**src/ees_pkg.sv**
```systemverilog
// shared constants and types of the serial eeprom slave front end
`default_nettype none

package ees_pkg;

	// timing
	localparam int CLK_PERIOD_NS = 4;
	localparam int HOLD_NS = 300;
	localparam int HOLD_CYC = (HOLD_NS + CLK_PERIOD_NS - 1) / CLK_PERIOD_NS;
	localparam int WR_TIME_NS = 5_000_000;
	localparam int WR_CYC = WR_TIME_NS / CLK_PERIOD_NS;
	localparam int HOLD_W = 7;

	// geometry
	localparam int BYTE_W = 8;
	localparam int ADDR_W = 15;
	localparam int PAGE_W = 6;
	localparam logic [3:0] BIT_LAST = 4'h8;
	localparam logic [3:0] BIT_ZERO = 4'h0;
	localparam logic [3:0] BIT_ONE = 4'h1;

	// device type identifier, value arbitrary
	localparam logic [3:0] DEV_TYPE_ID = 4'h5;

	// synchronised pin vector positions
	localparam int PIN_N = 6;
	localparam int PIN_SCL = 0;
	localparam int PIN_SDA = 1;
	localparam int PIN_WP = 2;
	localparam int PIN_DS0 = 3;
	localparam int PIN_DS1 = 4;
	localparam int PIN_DS2 = 5;

	// byte position within a transfer
	localparam logic [1:0] IDX_DEV = 2'h0;
	localparam logic [1:0] IDX_HI = 2'h1;
	localparam logic [1:0] IDX_LO = 2'h2;
	localparam logic [1:0] IDX_DATA = 2'h3;

	typedef enum logic [2:0] {
		ST_IDLE = 3'b000,
		ST_RX = 3'b001,
		ST_RX_ACK = 3'b010,
		ST_TX = 3'b011,
		ST_TX_ACK = 3'b100,
		ST_WAIT = 3'b101
	} ees_bus_st_t;

	typedef enum logic [1:0] {
		PG_IDLE = 2'b00,
		PG_FLUSH = 2'b01,
		PG_WAIT = 2'b10
	} ees_prog_st_t;

endpackage

`default_nettype wire

```
**src/ees_slave.sv**
```systemverilog
// two-wire serial eeprom slave front end with page buffer and write timer
`default_nettype none

// Operation
// - both lines high with no transfer means bus idle.
// - data falling while clock high is start; device detects it.
// - data rising while clock high is stop; device detects it.
// - every byte moves most significant bit first.
// - data changes only with clock low; one bit per clock pulse.
// - transmitter releases data after a byte; receiver pulls low on ninth clock.
// - no acknowledge at all while the internal write cycle runs.
// - in reads, sample ninth clock; on acknowledge send the next byte.
// - without master acknowledge, release data and wait for stop.
// - upper four address bits must match the device type identifier.
// - next three address bits must match the device select straps.
// - eighth address bit one means read, zero means write.
// - write protect high blocks programming; low permits it.
// - device select inputs are the device's own address bits.
// - page write buffers up to 64 bytes, programmed in one cycle.
// - hold driven data at least 300 ns after clock falls.
// - write is address, high then low word address, data; stop programs.
// - pointer advances per data byte and wraps inside the page.
// - with write protect, still acknowledge all, but start no write.
// - pointer holds last address plus one; reads walk and wrap the array.
module ees_slave
	import ees_pkg::*;
#(
	parameter int ADDR_BITS = ADDR_W,
	parameter int PAGE_BITS = PAGE_W,
	parameter int WRITE_CYC = WR_CYC
) (
	input wire logic i_clk_sys,
	input wire logic i_reset,
	input wire logic i_scl,
	input wire logic i_sda_in,
	input wire logic i_write_protect,
	input wire logic i_device_select_bit0,
	input wire logic i_device_select_bit1,
	input wire logic i_device_select_bit2,
	input wire logic [BYTE_W-1:0] i_mem_rdata,
	output logic o_sda_out,
	output logic o_sda_oe_n,
	output logic [ADDR_BITS-1:0] o_mem_addr,
	output logic [BYTE_W-1:0] o_mem_wdata,
	output logic o_mem_we,
	output logic o_busy
);

	localparam int PAGE_N = 1 << PAGE_BITS;
	localparam int HI_BITS = ADDR_BITS - BYTE_W;

	////////////////////////////////////////////////////////////////////////
	// pin synchronisers and edge detection

	logic [PIN_N-1:0] pin_s1_q;
	logic [PIN_N-1:0] pin_s2_q;
	logic scl_prev_q;
	logic sda_prev_q;
	logic scl_rise;
	logic scl_fall;
	logic start_det;
	logic stop_det;
	logic [2:0] dev_sel;

	always_ff @(posedge i_clk_sys) begin
		if (i_reset) begin
			pin_s1_q <= '1;
			pin_s2_q <= '1;
		end else begin
			pin_s1_q <= {i_device_select_bit2, i_device_select_bit1,
				i_device_select_bit0, i_write_protect, i_sda_in, i_scl};
			pin_s2_q <= pin_s1_q;
		end
	end

	always_ff @(posedge i_clk_sys) begin
		if (i_reset) begin
			scl_prev_q <= 1'b1;
			sda_prev_q <= 1'b1;
		end else begin
			scl_prev_q <= pin_s2_q[PIN_SCL];
			sda_prev_q <= pin_s2_q[PIN_SDA];
		end
	end

	assign scl_rise = pin_s2_q[PIN_SCL] && !scl_prev_q;
	assign scl_fall = !pin_s2_q[PIN_SCL] && scl_prev_q;
	assign start_det = pin_s2_q[PIN_SCL] && scl_prev_q &&
		!pin_s2_q[PIN_SDA] && sda_prev_q;
	assign stop_det = pin_s2_q[PIN_SCL] && scl_prev_q &&
		pin_s2_q[PIN_SDA] && !sda_prev_q;
	assign dev_sel = {pin_s2_q[PIN_DS2], pin_s2_q[PIN_DS1],
		pin_s2_q[PIN_DS0]};

	////////////////////////////////////////////////////////////////////////
	// bus protocol state

	ees_bus_st_t st_q;
	ees_prog_st_t pst_q;
	logic [3:0] bit_cnt_q;
	logic [1:0] byte_idx_q;
	logic [BYTE_W-1:0] shift_q;
	logic read_q;
	logic master_ack_q;
	logic [ADDR_BITS-1:0] ptr_q;
	logic wr_pend_q;
	logic drv_next_q;
	logic [HOLD_W-1:0] hold_cnt_q;
	logic [BYTE_W-1:0] page_q [PAGE_N];
	logic [PAGE_N-1:0] page_vld_q;
	logic [PAGE_BITS-1:0] flush_idx_q;
	logic [31:0] wr_cnt_q;
	logic busy;
	logic addr_match;

	assign busy = (pst_q != PG_IDLE);
	assign addr_match = (shift_q[7:4] == DEV_TYPE_ID) &&
		(shift_q[3:1] == dev_sel);

	always_ff @(posedge i_clk_sys) begin
		if (i_reset) begin
			st_q <= ST_IDLE;
			bit_cnt_q <= BIT_ZERO;
			byte_idx_q <= IDX_DEV;
			shift_q <= '0;
			read_q <= 1'b0;
			master_ack_q <= 1'b0;
		end else if (start_det) begin
			st_q <= ST_RX;
			bit_cnt_q <= BIT_ZERO;
			byte_idx_q <= IDX_DEV;
		end else if (stop_det) begin
			st_q <= ST_IDLE;
		end else begin
			unique case (st_q)
			ST_IDLE, ST_WAIT: begin
			end
			ST_RX: begin
				if (scl_rise) begin
					shift_q <= {shift_q[BYTE_W-2:0], pin_s2_q[PIN_SDA]};
					bit_cnt_q <= bit_cnt_q + BIT_ONE;
				end else if (scl_fall && bit_cnt_q == BIT_LAST) begin
					if (byte_idx_q == IDX_DEV) begin
						read_q <= shift_q[0];
						st_q <= (addr_match && !busy) ? ST_RX_ACK : ST_WAIT;
					end else begin
						st_q <= ST_RX_ACK;
					end
				end
			end
			ST_RX_ACK: begin
				if (scl_fall) begin
					bit_cnt_q <= BIT_ZERO;
					if (byte_idx_q != IDX_DATA) begin
						byte_idx_q <= byte_idx_q + 2'h1;
					end
					if (byte_idx_q == IDX_DEV && read_q) begin
						shift_q <= i_mem_rdata;
						st_q <= ST_TX;
					end else begin
						st_q <= ST_RX;
					end
				end
			end
			ST_TX: begin
				if (scl_rise) begin
					bit_cnt_q <= bit_cnt_q + BIT_ONE;
				end else if (scl_fall) begin
					if (bit_cnt_q == BIT_LAST) begin
						st_q <= ST_TX_ACK;
					end else begin
						shift_q <= {shift_q[BYTE_W-2:0], 1'b0};
					end
				end
			end
			ST_TX_ACK: begin
				if (scl_rise) begin
					master_ack_q <= !pin_s2_q[PIN_SDA];
				end else if (scl_fall) begin
					bit_cnt_q <= BIT_ZERO;
					if (master_ack_q) begin
						shift_q <= i_mem_rdata;
						st_q <= ST_TX;
					end else begin
						st_q <= ST_WAIT;
					end
				end
			end
			default: begin
				st_q <= ST_IDLE;
			end
			endcase
		end
	end

	////////////////////////////////////////////////////////////////////////
	// word pointer and page buffer

	always_ff @(posedge i_clk_sys) begin
		if (i_reset) begin
			ptr_q <= '0;
		end else if (st_q == ST_RX && scl_fall && bit_cnt_q == BIT_LAST) begin
			unique case (byte_idx_q)
			IDX_HI: ptr_q[ADDR_BITS-1:BYTE_W] <= shift_q[HI_BITS-1:0];
			IDX_LO: ptr_q[BYTE_W-1:0] <= shift_q;
			IDX_DATA: ptr_q[PAGE_BITS-1:0] <= ptr_q[PAGE_BITS-1:0] +
				{{(PAGE_BITS-1){1'b0}}, 1'b1};
			default: begin
			end
			endcase
		end else if (st_q == ST_TX && scl_fall && bit_cnt_q == BIT_LAST) begin
			ptr_q <= ptr_q + {{(ADDR_BITS-1){1'b0}}, 1'b1};
		end
	end

	always_ff @(posedge i_clk_sys) begin
		if (st_q == ST_RX && scl_fall && bit_cnt_q == BIT_LAST &&
			byte_idx_q == IDX_DATA) begin
			page_q[ptr_q[PAGE_BITS-1:0]] <= shift_q;
		end
	end

	always_ff @(posedge i_clk_sys) begin
		if (i_reset) begin
			page_vld_q <= '0;
			wr_pend_q <= 1'b0;
		end else if (start_det && st_q == ST_IDLE) begin
			page_vld_q <= '0;
			wr_pend_q <= 1'b0;
		end else if (st_q == ST_RX && scl_fall && bit_cnt_q == BIT_LAST &&
			byte_idx_q == IDX_DATA) begin
			page_vld_q[ptr_q[PAGE_BITS-1:0]] <= 1'b1;
			wr_pend_q <= 1'b1;
		end else if (stop_det) begin
			wr_pend_q <= 1'b0;
		end
	end

	////////////////////////////////////////////////////////////////////////
	// internal write cycle: flush buffered bytes, then time the programming

	always_ff @(posedge i_clk_sys) begin
		if (i_reset) begin
			pst_q <= PG_IDLE;
			flush_idx_q <= '0;
			wr_cnt_q <= '0;
		end else begin
			unique case (pst_q)
			PG_IDLE: begin
				if (stop_det && wr_pend_q && !pin_s2_q[PIN_WP]) begin
					pst_q <= PG_FLUSH;
					flush_idx_q <= '0;
				end
			end
			PG_FLUSH: begin
				flush_idx_q <= flush_idx_q + {{(PAGE_BITS-1){1'b0}}, 1'b1};
				if (flush_idx_q == {PAGE_BITS{1'b1}}) begin
					pst_q <= PG_WAIT;
					wr_cnt_q <= '0;
				end
			end
			PG_WAIT: begin
				wr_cnt_q <= wr_cnt_q + 32'h0000_0001;
				if (wr_cnt_q == 32'(WRITE_CYC - 1)) begin
					pst_q <= PG_IDLE;
				end
			end
			default: begin
				pst_q <= PG_IDLE;
			end
			endcase
		end
	end

	always_ff @(posedge i_clk_sys) begin
		if (i_reset) begin
			o_mem_addr <= '0;
			o_mem_wdata <= '0;
			o_mem_we <= 1'b0;
			o_busy <= 1'b0;
		end else begin
			o_busy <= busy;
			if (pst_q == PG_FLUSH) begin
				o_mem_addr <= {ptr_q[ADDR_BITS-1:PAGE_BITS], flush_idx_q};
				o_mem_wdata <= page_q[flush_idx_q];
				o_mem_we <= page_vld_q[flush_idx_q];
			end else begin
				o_mem_addr <= ptr_q;
				o_mem_we <= 1'b0;
			end
		end
	end

	////////////////////////////////////////////////////////////////////////
	// open-drain data output with hold delay after clock fall

	always_ff @(posedge i_clk_sys) begin
		if (i_reset) begin
			drv_next_q <= 1'b0;
			hold_cnt_q <= '0;
			o_sda_oe_n <= 1'b1;
			o_sda_out <= 1'b0;
		end else if (start_det || stop_det) begin
			drv_next_q <= 1'b0;
			hold_cnt_q <= '0;
			o_sda_oe_n <= 1'b1;
		end else if (scl_fall) begin
			hold_cnt_q <= HOLD_W'(HOLD_CYC);
			unique case (st_q)
			ST_RX: drv_next_q <= (bit_cnt_q == BIT_LAST) &&
				(byte_idx_q != IDX_DEV || (addr_match && !busy));
			ST_RX_ACK: drv_next_q <= (byte_idx_q == IDX_DEV) && read_q &&
				!i_mem_rdata[BYTE_W-1];
			ST_TX: drv_next_q <= (bit_cnt_q != BIT_LAST) &&
				!shift_q[BYTE_W-2];
			ST_TX_ACK: drv_next_q <= master_ack_q &&
				!i_mem_rdata[BYTE_W-1];
			default: drv_next_q <= 1'b0;
			endcase
		end else if (hold_cnt_q != '0) begin
			hold_cnt_q <= hold_cnt_q - HOLD_W'(1);
			if (hold_cnt_q == HOLD_W'(1)) begin
				o_sda_oe_n <= !drv_next_q;
			end
		end
	end

endmodule

`default_nettype wire

```
**config.mk**
```make
export PLATFORM = sky130hd
export DESIGN_NAME = ees_slave
export DESIGN_NICKNAME = d
export VERILOG_FILES = /design/src/ees_pkg.sv /design/src/ees_slave.sv
export SDC_FILE = /design/constraint.sdc
export NUM_CORES = 1
export LEC_CHECK = 0
export BUFFER_PORTS_ARGS = -buffer_cell sky130_fd_sc_hd__buf_2
export CAP_MARGIN = 10
export CORE_ASPECT_RATIO = 0.7
export CORE_MARGIN = 2
export CORE_UTILIZATION = 58
export DETAILED_ROUTE_END_ITERATION = 6
export PLACE_DENSITY_LB_ADDON = 0.12
export SLEW_MARGIN = 5
export SYNTH_ARGS = -nofsm -noshare
export SYNTH_HDL_FRONTEND = slang
export SYNTH_SLANG_ARGS = --single-unit
```
**constraint.sdc**
```tcl
create_clock -name i_clk_sys -period 2.55 [get_ports i_clk_sys]
set_input_delay 0.765 -clock i_clk_sys [delete_from_list [all_inputs] [get_ports i_clk_sys]]
set_output_delay 0.765 -clock i_clk_sys [all_outputs]
set_load 0.01 [all_outputs]
```
Word-level counts from Yosys, hierarchy flattened
Memories as Yosys holds them, arrays and structs flattened. A register that Yosys moved wholly into a read port is not among the register bits. Cells that the tools add are included.

Input bits: 16. Output and inout port bits: 27. Memories: 1. Word-level logic and storage cells: 214. Memory bits (writable): 512. Register bits: 179.

Memory list: page_q (depth 64, bits a word 8, read ports 1, clocked after memory_dff 1, wr ports 1, RTL line ees_slave.sv:109) `logic [BYTE_W-1:0] page_q [PAGE_N];`.

Order comparisons: 3. Mux-type cells: 54. Add/subtract/negate cells: 7. Reductions and logical operators: 70. Eq/ne operators: 46. Bitwise gates (word level): 7.

Operators with widths (count): $mux W8 (9); $or A64 B64 Y64 (1); $pmux W32 S2 (1); $mux W3 (11); $add A32 B1 Y32 const B (1); $eq A32 B21 Y1 const B (1); $mux W32 (1); $ne A4 B4 Y1 const B (8); $pmux W8 S4 (1); $mux W15 (2); $ne A2 B2 Y1 const B (15); $logic_and A1 B1 Y1 (24); $pmux W6 S2 (2); $mux W7 (3); $reduce_and A9 Y1 (2); $add A15 B1 Y15 const B (1); $pmux W3 S5 (1); $lt A6 B7 Y1 const B (2); $reduce_bool A2 Y1 (7); $add A6 B1 Y6 const B (2); $mux W4 (3); $mux W6 (2); $pmux W4 S3 (1); $reduce_and A12 Y1 (1); 38 further kinds (85).

Logic depth before layout (Yosys ltp)
Gate-level depths: netlist of the first run.

Depth after elaboration: 10. Depth in mapped cells: 10. Gate-level depth less buffers: 8.

Worst setup path before layout of the first run
Ideal clock, no wire load.

Path type: reg2reg. Start point: reg bit_cnt_q[0]. End point: mem page_q[13][0] (enable). Setup time: 0.374 ns. Period minus slack after synthesis: 2.312 ns. Data required time: 2.176 ns. Arrival time: 1.938 ns. Setup slack: 0.238 ns. Path buffers: 0. Cell stages (with the launch flop): 7. Cell sequence: dfxtp_1 inv_1 ha_1 nand3b_1 nor3_1 nand4_1 nor2_1.

Cells in the longest elaborated chain, start to end: 5.

RTL lines: start: declaration (RTL line ees_slave.sv:100) `logic [3:0] bit_cnt_q;`; start signal: assignment (RTL line ees_slave.sv:141) `bit_cnt_q <= bit_cnt_q + BIT_ONE;`; start signal: assignment (RTL line ees_slave.sv:167) `bit_cnt_q <= bit_cnt_q + BIT_ONE;`; $eq A4 B4 Y1 (RTL line ees_slave.sv:217) `if (st_q == ST_RX && scl_fall && bit_cnt_q == BIT_LAST &&`; $logic_and A1 B1 Y1 (2 in series) (RTL line ees_slave.sv:217); $mux W1 (RTL line ees_slave.sv:217); $mux W1 (implied by the code) (RTL line ees_slave.sv:219) `page_q[ptr_q[PAGE_BITS-1:0]] <= shift_q;`; end: declaration (RTL line ees_slave.sv:109).

Every way passes these cells.

==> impl_metrics.csv, run 1 <==
group,metric,value,unit
cells_and_area,final_cell_mix,"edfxtp_1, nor2_1, dfxtp_1",
setup_path,endpoint_kind,"flop",
timing,slew_headroom,0.4542,
clock_tree,worstSkewPairLatency,0.59,ns
clock_tree,cts_made_buffers,66,
setup_path,cp_cell_sequence,"buf_12 > mux4_2 > mux4_2 > mux2i_1 > a211oi_1",
floorplan,io_pins,43,
routing,drc,0,
synthesis,synth.cell_area,27870,µm²
timing,post-route-period-util,0.9674,
routing,drt_iter0_drc,1858,
floorplan,fp.dieW,266.0,µm
setup_path,max_stage_delay,0.57,ns
timing,tightest_slew,0.8187,ns
clock_tree,cts-root-buf,"clkbuf_16",
setup_path,worstPathMaxFanout,26,
floorplan,core-area,47620,µm²
synthesis,synth_compound_area_frac,0.06093,
power,leakage,10.42,nW
power,p_per_area,700.0,nW/µm²
cells_and_area,final_common_cell,"edfxtp_1",
setup_path,arrival,2.90,ns
clock_tree,cts_buffer_depth,3,
synthesis,synth_flop_cell,"edfxtp_1",
clock_tree,htreeDepth,3,
synthesis,synth_top_family_by_area,"multiplexers",
clock_tree,tritoncts,"built",
timing,finalSetupViolCount,0,
synthesis,synth-simple-area-share,0.07435,
flow_run,drv_cap,0,
cells_and_area,num-nets-final,1929,
routing,routedWlPerCell,25.96,µm
clock_tree,clkTransAtPathRegs,0.07,ns
cells_and_area,diodes,0,
setup_path,crit_path_top_delay_cell,"mux4_2",
power,ir_drop,0.0005576,V
timing,rsz0062_at_grt,"no",
grt,grt_antenna_before_repair,0,
routing,dr.pass1.iters,5,
timing,final_max_slew_viol_count,0,
synthesis,synth_nets,1763,
clock_tree,cts.repair.resized,2,
grt,grt_overflow_total,0,
floorplan,dieHeight,187.4,µm
timing,tns,0,ns
routing,totalWireLength,66.87,mm
synthesis,synth-xor-area-share,0.004086,
setup_path,crit_top_cell,"mux4_2",
grt,track_usage,0.2736,
setup_path,path_class,"reg2reg",
synthesis,ys_ff_latch,699,
synthesis,ys_seq_area_frac,0.6861,
clock_tree,clock_sinks,699,
cells_and_area,drive_gt1_frac,0.2670,
grt,grt_max_degree,69,
min_path,hp-class,"in2reg",
synthesis,synth_mux_area_frac,0.1507,
routing,viasPerCell,6.393,
floorplan,start_util,0.5852,
setup_path,cp-start-kind,"flop",
synthesis,ys_async_sr_fraction,0,
synthesis,yosysWarningCount,0,
setup_path,cp.required,2.98,ns
synthesis,synthCells,1736,
clock_tree,cts_setup_buffers,0,
routing,vias,16468,
floorplan,dieArea,49840,µm²
clock_tree,hold_buffers,0,
timing,hold-worst-slack,0.3519,ns
grt,grt_pass1_vias,16053,
floorplan,num_rows,67,
status,status,"finished, final reports clean",
placement,io_buffers,41,
cells_and_area,areaGrowthSynthToFinish,14.63,%
timing,hold_viol,0,
placement,gp_congestion,0.8486,
timing,skew,0.01744,ns
synthesis,synth_fa_ha_area_frac,0.004939,
synthesis,synth-edff-count,512,
synthesis,synth_cell_types,63,
timing,fmaxAchievable,405.4,MHz
routing,ant_nets,0,
synthesis,synth.avg_cell_area,16.05,µm²
timing,min_period,2.467,ns
grt,grt_pass1_wl,100.8,mm
placement,hpwlAfterDp,42.85,mm
## path summary, 6_finish.rpt
path,startpoint,endpoint,slack [ns],depth (start not counted)
worst max register to register,flush_idx_q[0],o_mem_wdata[2],0.08,5
worst max-delay path,flush_idx_q[0],o_mem_wdata[2],0.08,5
worst min-delay path,i_write_protect,pin_s1_q[2],0.35,2
worst min register to register,pin_s1_q[1],pin_s2_q[1],0.41,1
## flip-flops by register name, indices dropped and copies added (netlist names), 7 cells and up
signal / count
wr_cnt_q: 32
o_mem_wdata: 8
ptr_q: 15
shift_q: 8
page_vld_q: 64
o_mem_addr: 15
hold_cnt_q: 7
page_q: 512
## logic make-up after synthesis
group	after synthesis
buffers and inverters	119
AND/OR/NAND/NOR	427
flip-flops	699
other	1
AO/OA/AOI/OAI	255
adder cells (fa/ha/maj)	11
multiplexers	211
XOR/XNOR	13
## worst max-delay path: cells and delay by family, from the launching register on
kind	cells	cell delay, ns
AO/OA/AOI/OAI	1	0.14
multiplexers	3	1.48
buffers and inverters	1	0.24
flip-flops	1	0.42
## synth_stat cells, types with 17 or more instances
master    number  area, µm²
a211oi_1      25      187.7
nand2_1       62      232.7
mux2_2        19      214.0
dfxtp_1      187       3744
mux2i_1       27      270.3
mux4_2       165       3716
or2_2         18      112.6
edfxtp_1     512      15370
nor2_1       179      671.9
nand4_1       18      112.6
o21ai_0       34      170.2
nor2b_1       22      137.6
a21oi_1       56      280.3
clkbuf_1      59      221.5
inv_1         17      63.81
nand3_1       34      170.2
buf_2         25      125.1
o21a_1        70      525.5
## area by class of cell
type | instances | area (µm²)
sequential | 699 | 19140
fill | 3241 | 15670
multi-input combinational | 918 | 8257
clock buffer | 92 | 1872
timing repair buffer | 200 | 1551
tap | 621 | 777.0
clock inverter | 29 | 281.5
inverter | 17 | 63.81
## layer usage
layer  GRT usage  part of all wire
met5           0                 0
met4     0.07411             0.024
met3     0.06530             0.097
met2      0.3870              0.43
met1      0.4288              0.45
## where the power goes
group,internal [mW],switching [mW]
registers,12.1,0.0538
clock network,5.58,4.18
logic,0.172,0.255
total,17.9,4.49
## metrics by stage
step                      utilization  worst slack, ns  instances  area [µm²]  power (mW)
final                          0.6709          0.08307       2576       31940       22.36
after global routing           0.6709          0.01096       2576       31940       22.96
after CTS                      0.6705          0.02472       2576       31920       22.47
after detailed placement       0.6252         -0.06898       2455       29770       12.84
after global placement         0.6252         -0.06561       2455       29770       12.81
after floorplan                     -           0.2379       1736       27870       12.73
Note: power is estimated with default switching activity, not from simulation.
==> run 2, diff against run 1 <==
--- a/config.mk
+++ b/config.mk
@@ -8,10 +8,10 @@
 export BUFFER_PORTS_ARGS = -buffer_cell sky130_fd_sc_hd__buf_2
 export CAP_MARGIN = 10
 export CORE_ASPECT_RATIO = 0.7
-export CORE_MARGIN = 2
 export CORE_UTILIZATION = 58
 export DETAILED_ROUTE_END_ITERATION = 6
 export PLACE_DENSITY_LB_ADDON = 0.12
+export RECOVER_POWER = 25
 export SLEW_MARGIN = 5
 export SYNTH_ARGS = -nofsm -noshare
 export SYNTH_HDL_FRONTEND = slang
==> run 2 against run 1 <==
- the flow now finishes with violations (max-capacitance violations, max-slew violations)
- setup slack worse by 0.012 ns
- clock power increased by 1%
- worst hold slack gained 0.0026 ns
- final cell count fell by 0.50%
- largest cell class unchanged
==> impl_metrics.csv, run 2 (same netlist as run 1, synthesis figures left out) <==
group,metric,value,unit
timing,tightest_slew,1.836,ns
cells_and_area,fin_area,31870,µm²
cells_and_area,drive_gt1_frac,0.2578,
timing,tns,0,ns
cells_and_area,final_util,0.6795,
placement,placed_area,29700,µm²
power,p_per_area,705.2,nW/µm²
clock_tree,cts_made_buffers,66,
floorplan,dieArea,48940,µm²
cells_and_area,stdcell_count,2563,
setup_path,path_class,"reg2reg",
setup_path,worstPathMaxFanout,24,
setup_path,crit_top_cell,"mux4_2",
floorplan,io_pins,43,
grt,grt_pass1_wl,99.12,mm
floorplan,fp.dieW,264.0,µm
timing,min_period,2.479,ns
routing,ant_nets,0,
grt,grt_antenna_before_repair,1,
min_path,worstHoldStart,"i_scl",
placement,hpwlAfterDp,42.60,mm
floorplan,dieHeight,185.4,µm
power,leakage,10.38,nW
min_path,hold_path_end,"pin_s1_q[0]",
setup_path,r2r-start,"flush_idx_q[0]",
power,ir_drop,0.0006690,V
placement,post-place-ws,0.06285,ns
setup_path,rrSetupSlack,0.07,ns
clock_tree,cts_buffer_depth,3,
setup_path,endpoint_kind,"flop",
placement,gp_congestion,0.8938,
setup_path,r2r-end,"o_mem_wdata[3]",
grt,grt_pass1_vias,15732,
placement,io_buffers,41,
timing,setup_ws,0.07059,ns
setup_path,cp-start-kind,"flop",
cells_and_area,final_cell_mix,"edfxtp_1, dfxtp_1, nor2_1",
setup_path,crit_family,"multiplexers",
setup_path,cp_cell_sequence,"buf_12 > buf_4 > mux4_2 > mux4_2 > mux2i_1 > a211oi_1",
cells_and_area,num-nets-final,1925,
placement,dp_cells,2442,
clock_tree,cts-root-buf,"clkbuf_16",
clock_tree,clkTransAtPathRegs,0.06,ns
floorplan,num_rows,66,
timing,post-route-period-util,0.9723,
cells_and_area,diodes,0,
power,power,22.48,mW
timing,final_max_slew_viol_count,444,
status,status,"finished, violations left",
timing,hold_viol,0,
clock_tree,clock_sinks,699,
setup_path,cp.required,3.01,ns
clock_tree,htreeDepth,3,
grt,grt_max_degree,69,
timing,fmaxAchievable,403.3,MHz
setup_path,r2r_cells,6,
min_path,hp-class,"in2reg",
min_path,whs_path_depth,2,
floorplan,core-area,46910,µm²
routing,dr.pass1.iters,7,
timing,skew,0.01626,ns
clock_tree,tritoncts,"built",
routing,totalWireLength,66.24,mm
clock_tree,worstSkewPairLatency,0.60,ns
routing,viasPerCell,6.368,
cells_and_area,areaGrowthSynthToFinish,14.37,%
routing,drc,0,
clock_tree,cts_setup_buffers,0,
setup_path,cp.buffers_inverters,2,
setup_path,arrival,2.94,ns
status,violations,"max-capacitance violations, max-slew violations",
routing,vias,16322,
floorplan,start_util,0.5941,
cells_and_area,largest_reg_flops,512,
grt,track_usage,0.2775,
timing,slew_headroom,-0.2241,
routing,drt_iter0_drc,1796,
setup_path,worst-path-stages,6,
timing,finalSetupViolCount,0,
setup_path,crit_path_top_delay_cell,"mux4_2",
setup_path,max_stage_delay,0.51,ns
timing,hold-worst-slack,0.3545,ns
timing,rsz0062_at_grt,"no",
cells_and_area,final_common_cell,"edfxtp_1",
grt,grt_overflow_total,0,
routing,routedWlPerCell,25.84,µm
flow_run,drv_cap,7,
[run 2: cell count changes in the layout (fill, tap and decap cells not counted), moves of 5 or more]
cell / before / now
dfxtp_2: 9 / 1
clkbuf_1: 16 / 10
dfxtp_1: 175 / 183
clkinv_1: 6 / 17
clkbuf_2: 0 / 8
o21ai_0: 29 / 34
buf_4: 148 / 137
[run 2: worst max-delay path by stage]
stage                    from              to  slack (ns)
2_1_floorplan    bit_cnt_q[0]   page_q[13][0]        0.24
3_3_place_gp   flush_idx_q[0]  o_mem_wdata[6]        0.07
3_5_place_dp   flush_idx_q[0]  o_mem_wdata[6]        0.06
4_1_cts        flush_idx_q[0]  o_mem_wdata[6]        0.05
5_1_grt        flush_idx_q[0]  o_mem_wdata[6]       0.005
6_report       flush_idx_q[0]  o_mem_wdata[3]        0.07
[run 2: timing repair]
action / in CTS / in global routing
hold buffers: 0 / 0
setup endpoints to repair: 0 / 16
resized for setup: 0 / 2
[run 2: where the power goes]
part / internal [mW] / switching, mW / leakage [nW]
clock: 5.75 / 4.12 / 1.06
combinational: 0.169 / 0.270 / 3.06
sequential: 12.1 / 0.0551 / 6.25
[run 2: area by class of cell]
class	instances	area (µm²)
clock buffers	85	1891
clock inverters	36	299.0
fillers	3211	15030
inverters	17	63.81
multi-input cells	918	8249
flip-flops and latches	699	19130
well taps	612	765.7
repair buffers	196	1473
[run 2: per-layer routing]
layer / vias to the layer above / share of wire / GRT usage / routed length (µm)
met2: 713 / 0.45 / 0.4061 / 29520
met5: - / 0 / 0 / 0
met3: 87 / 0.084 / 0.04480 / 5577
met1: 8395 / 0.45 / 0.4350 / 29850
met4: 0 / 0.019 / 0.07256 / 1290
li1: 7127 / - / - / -
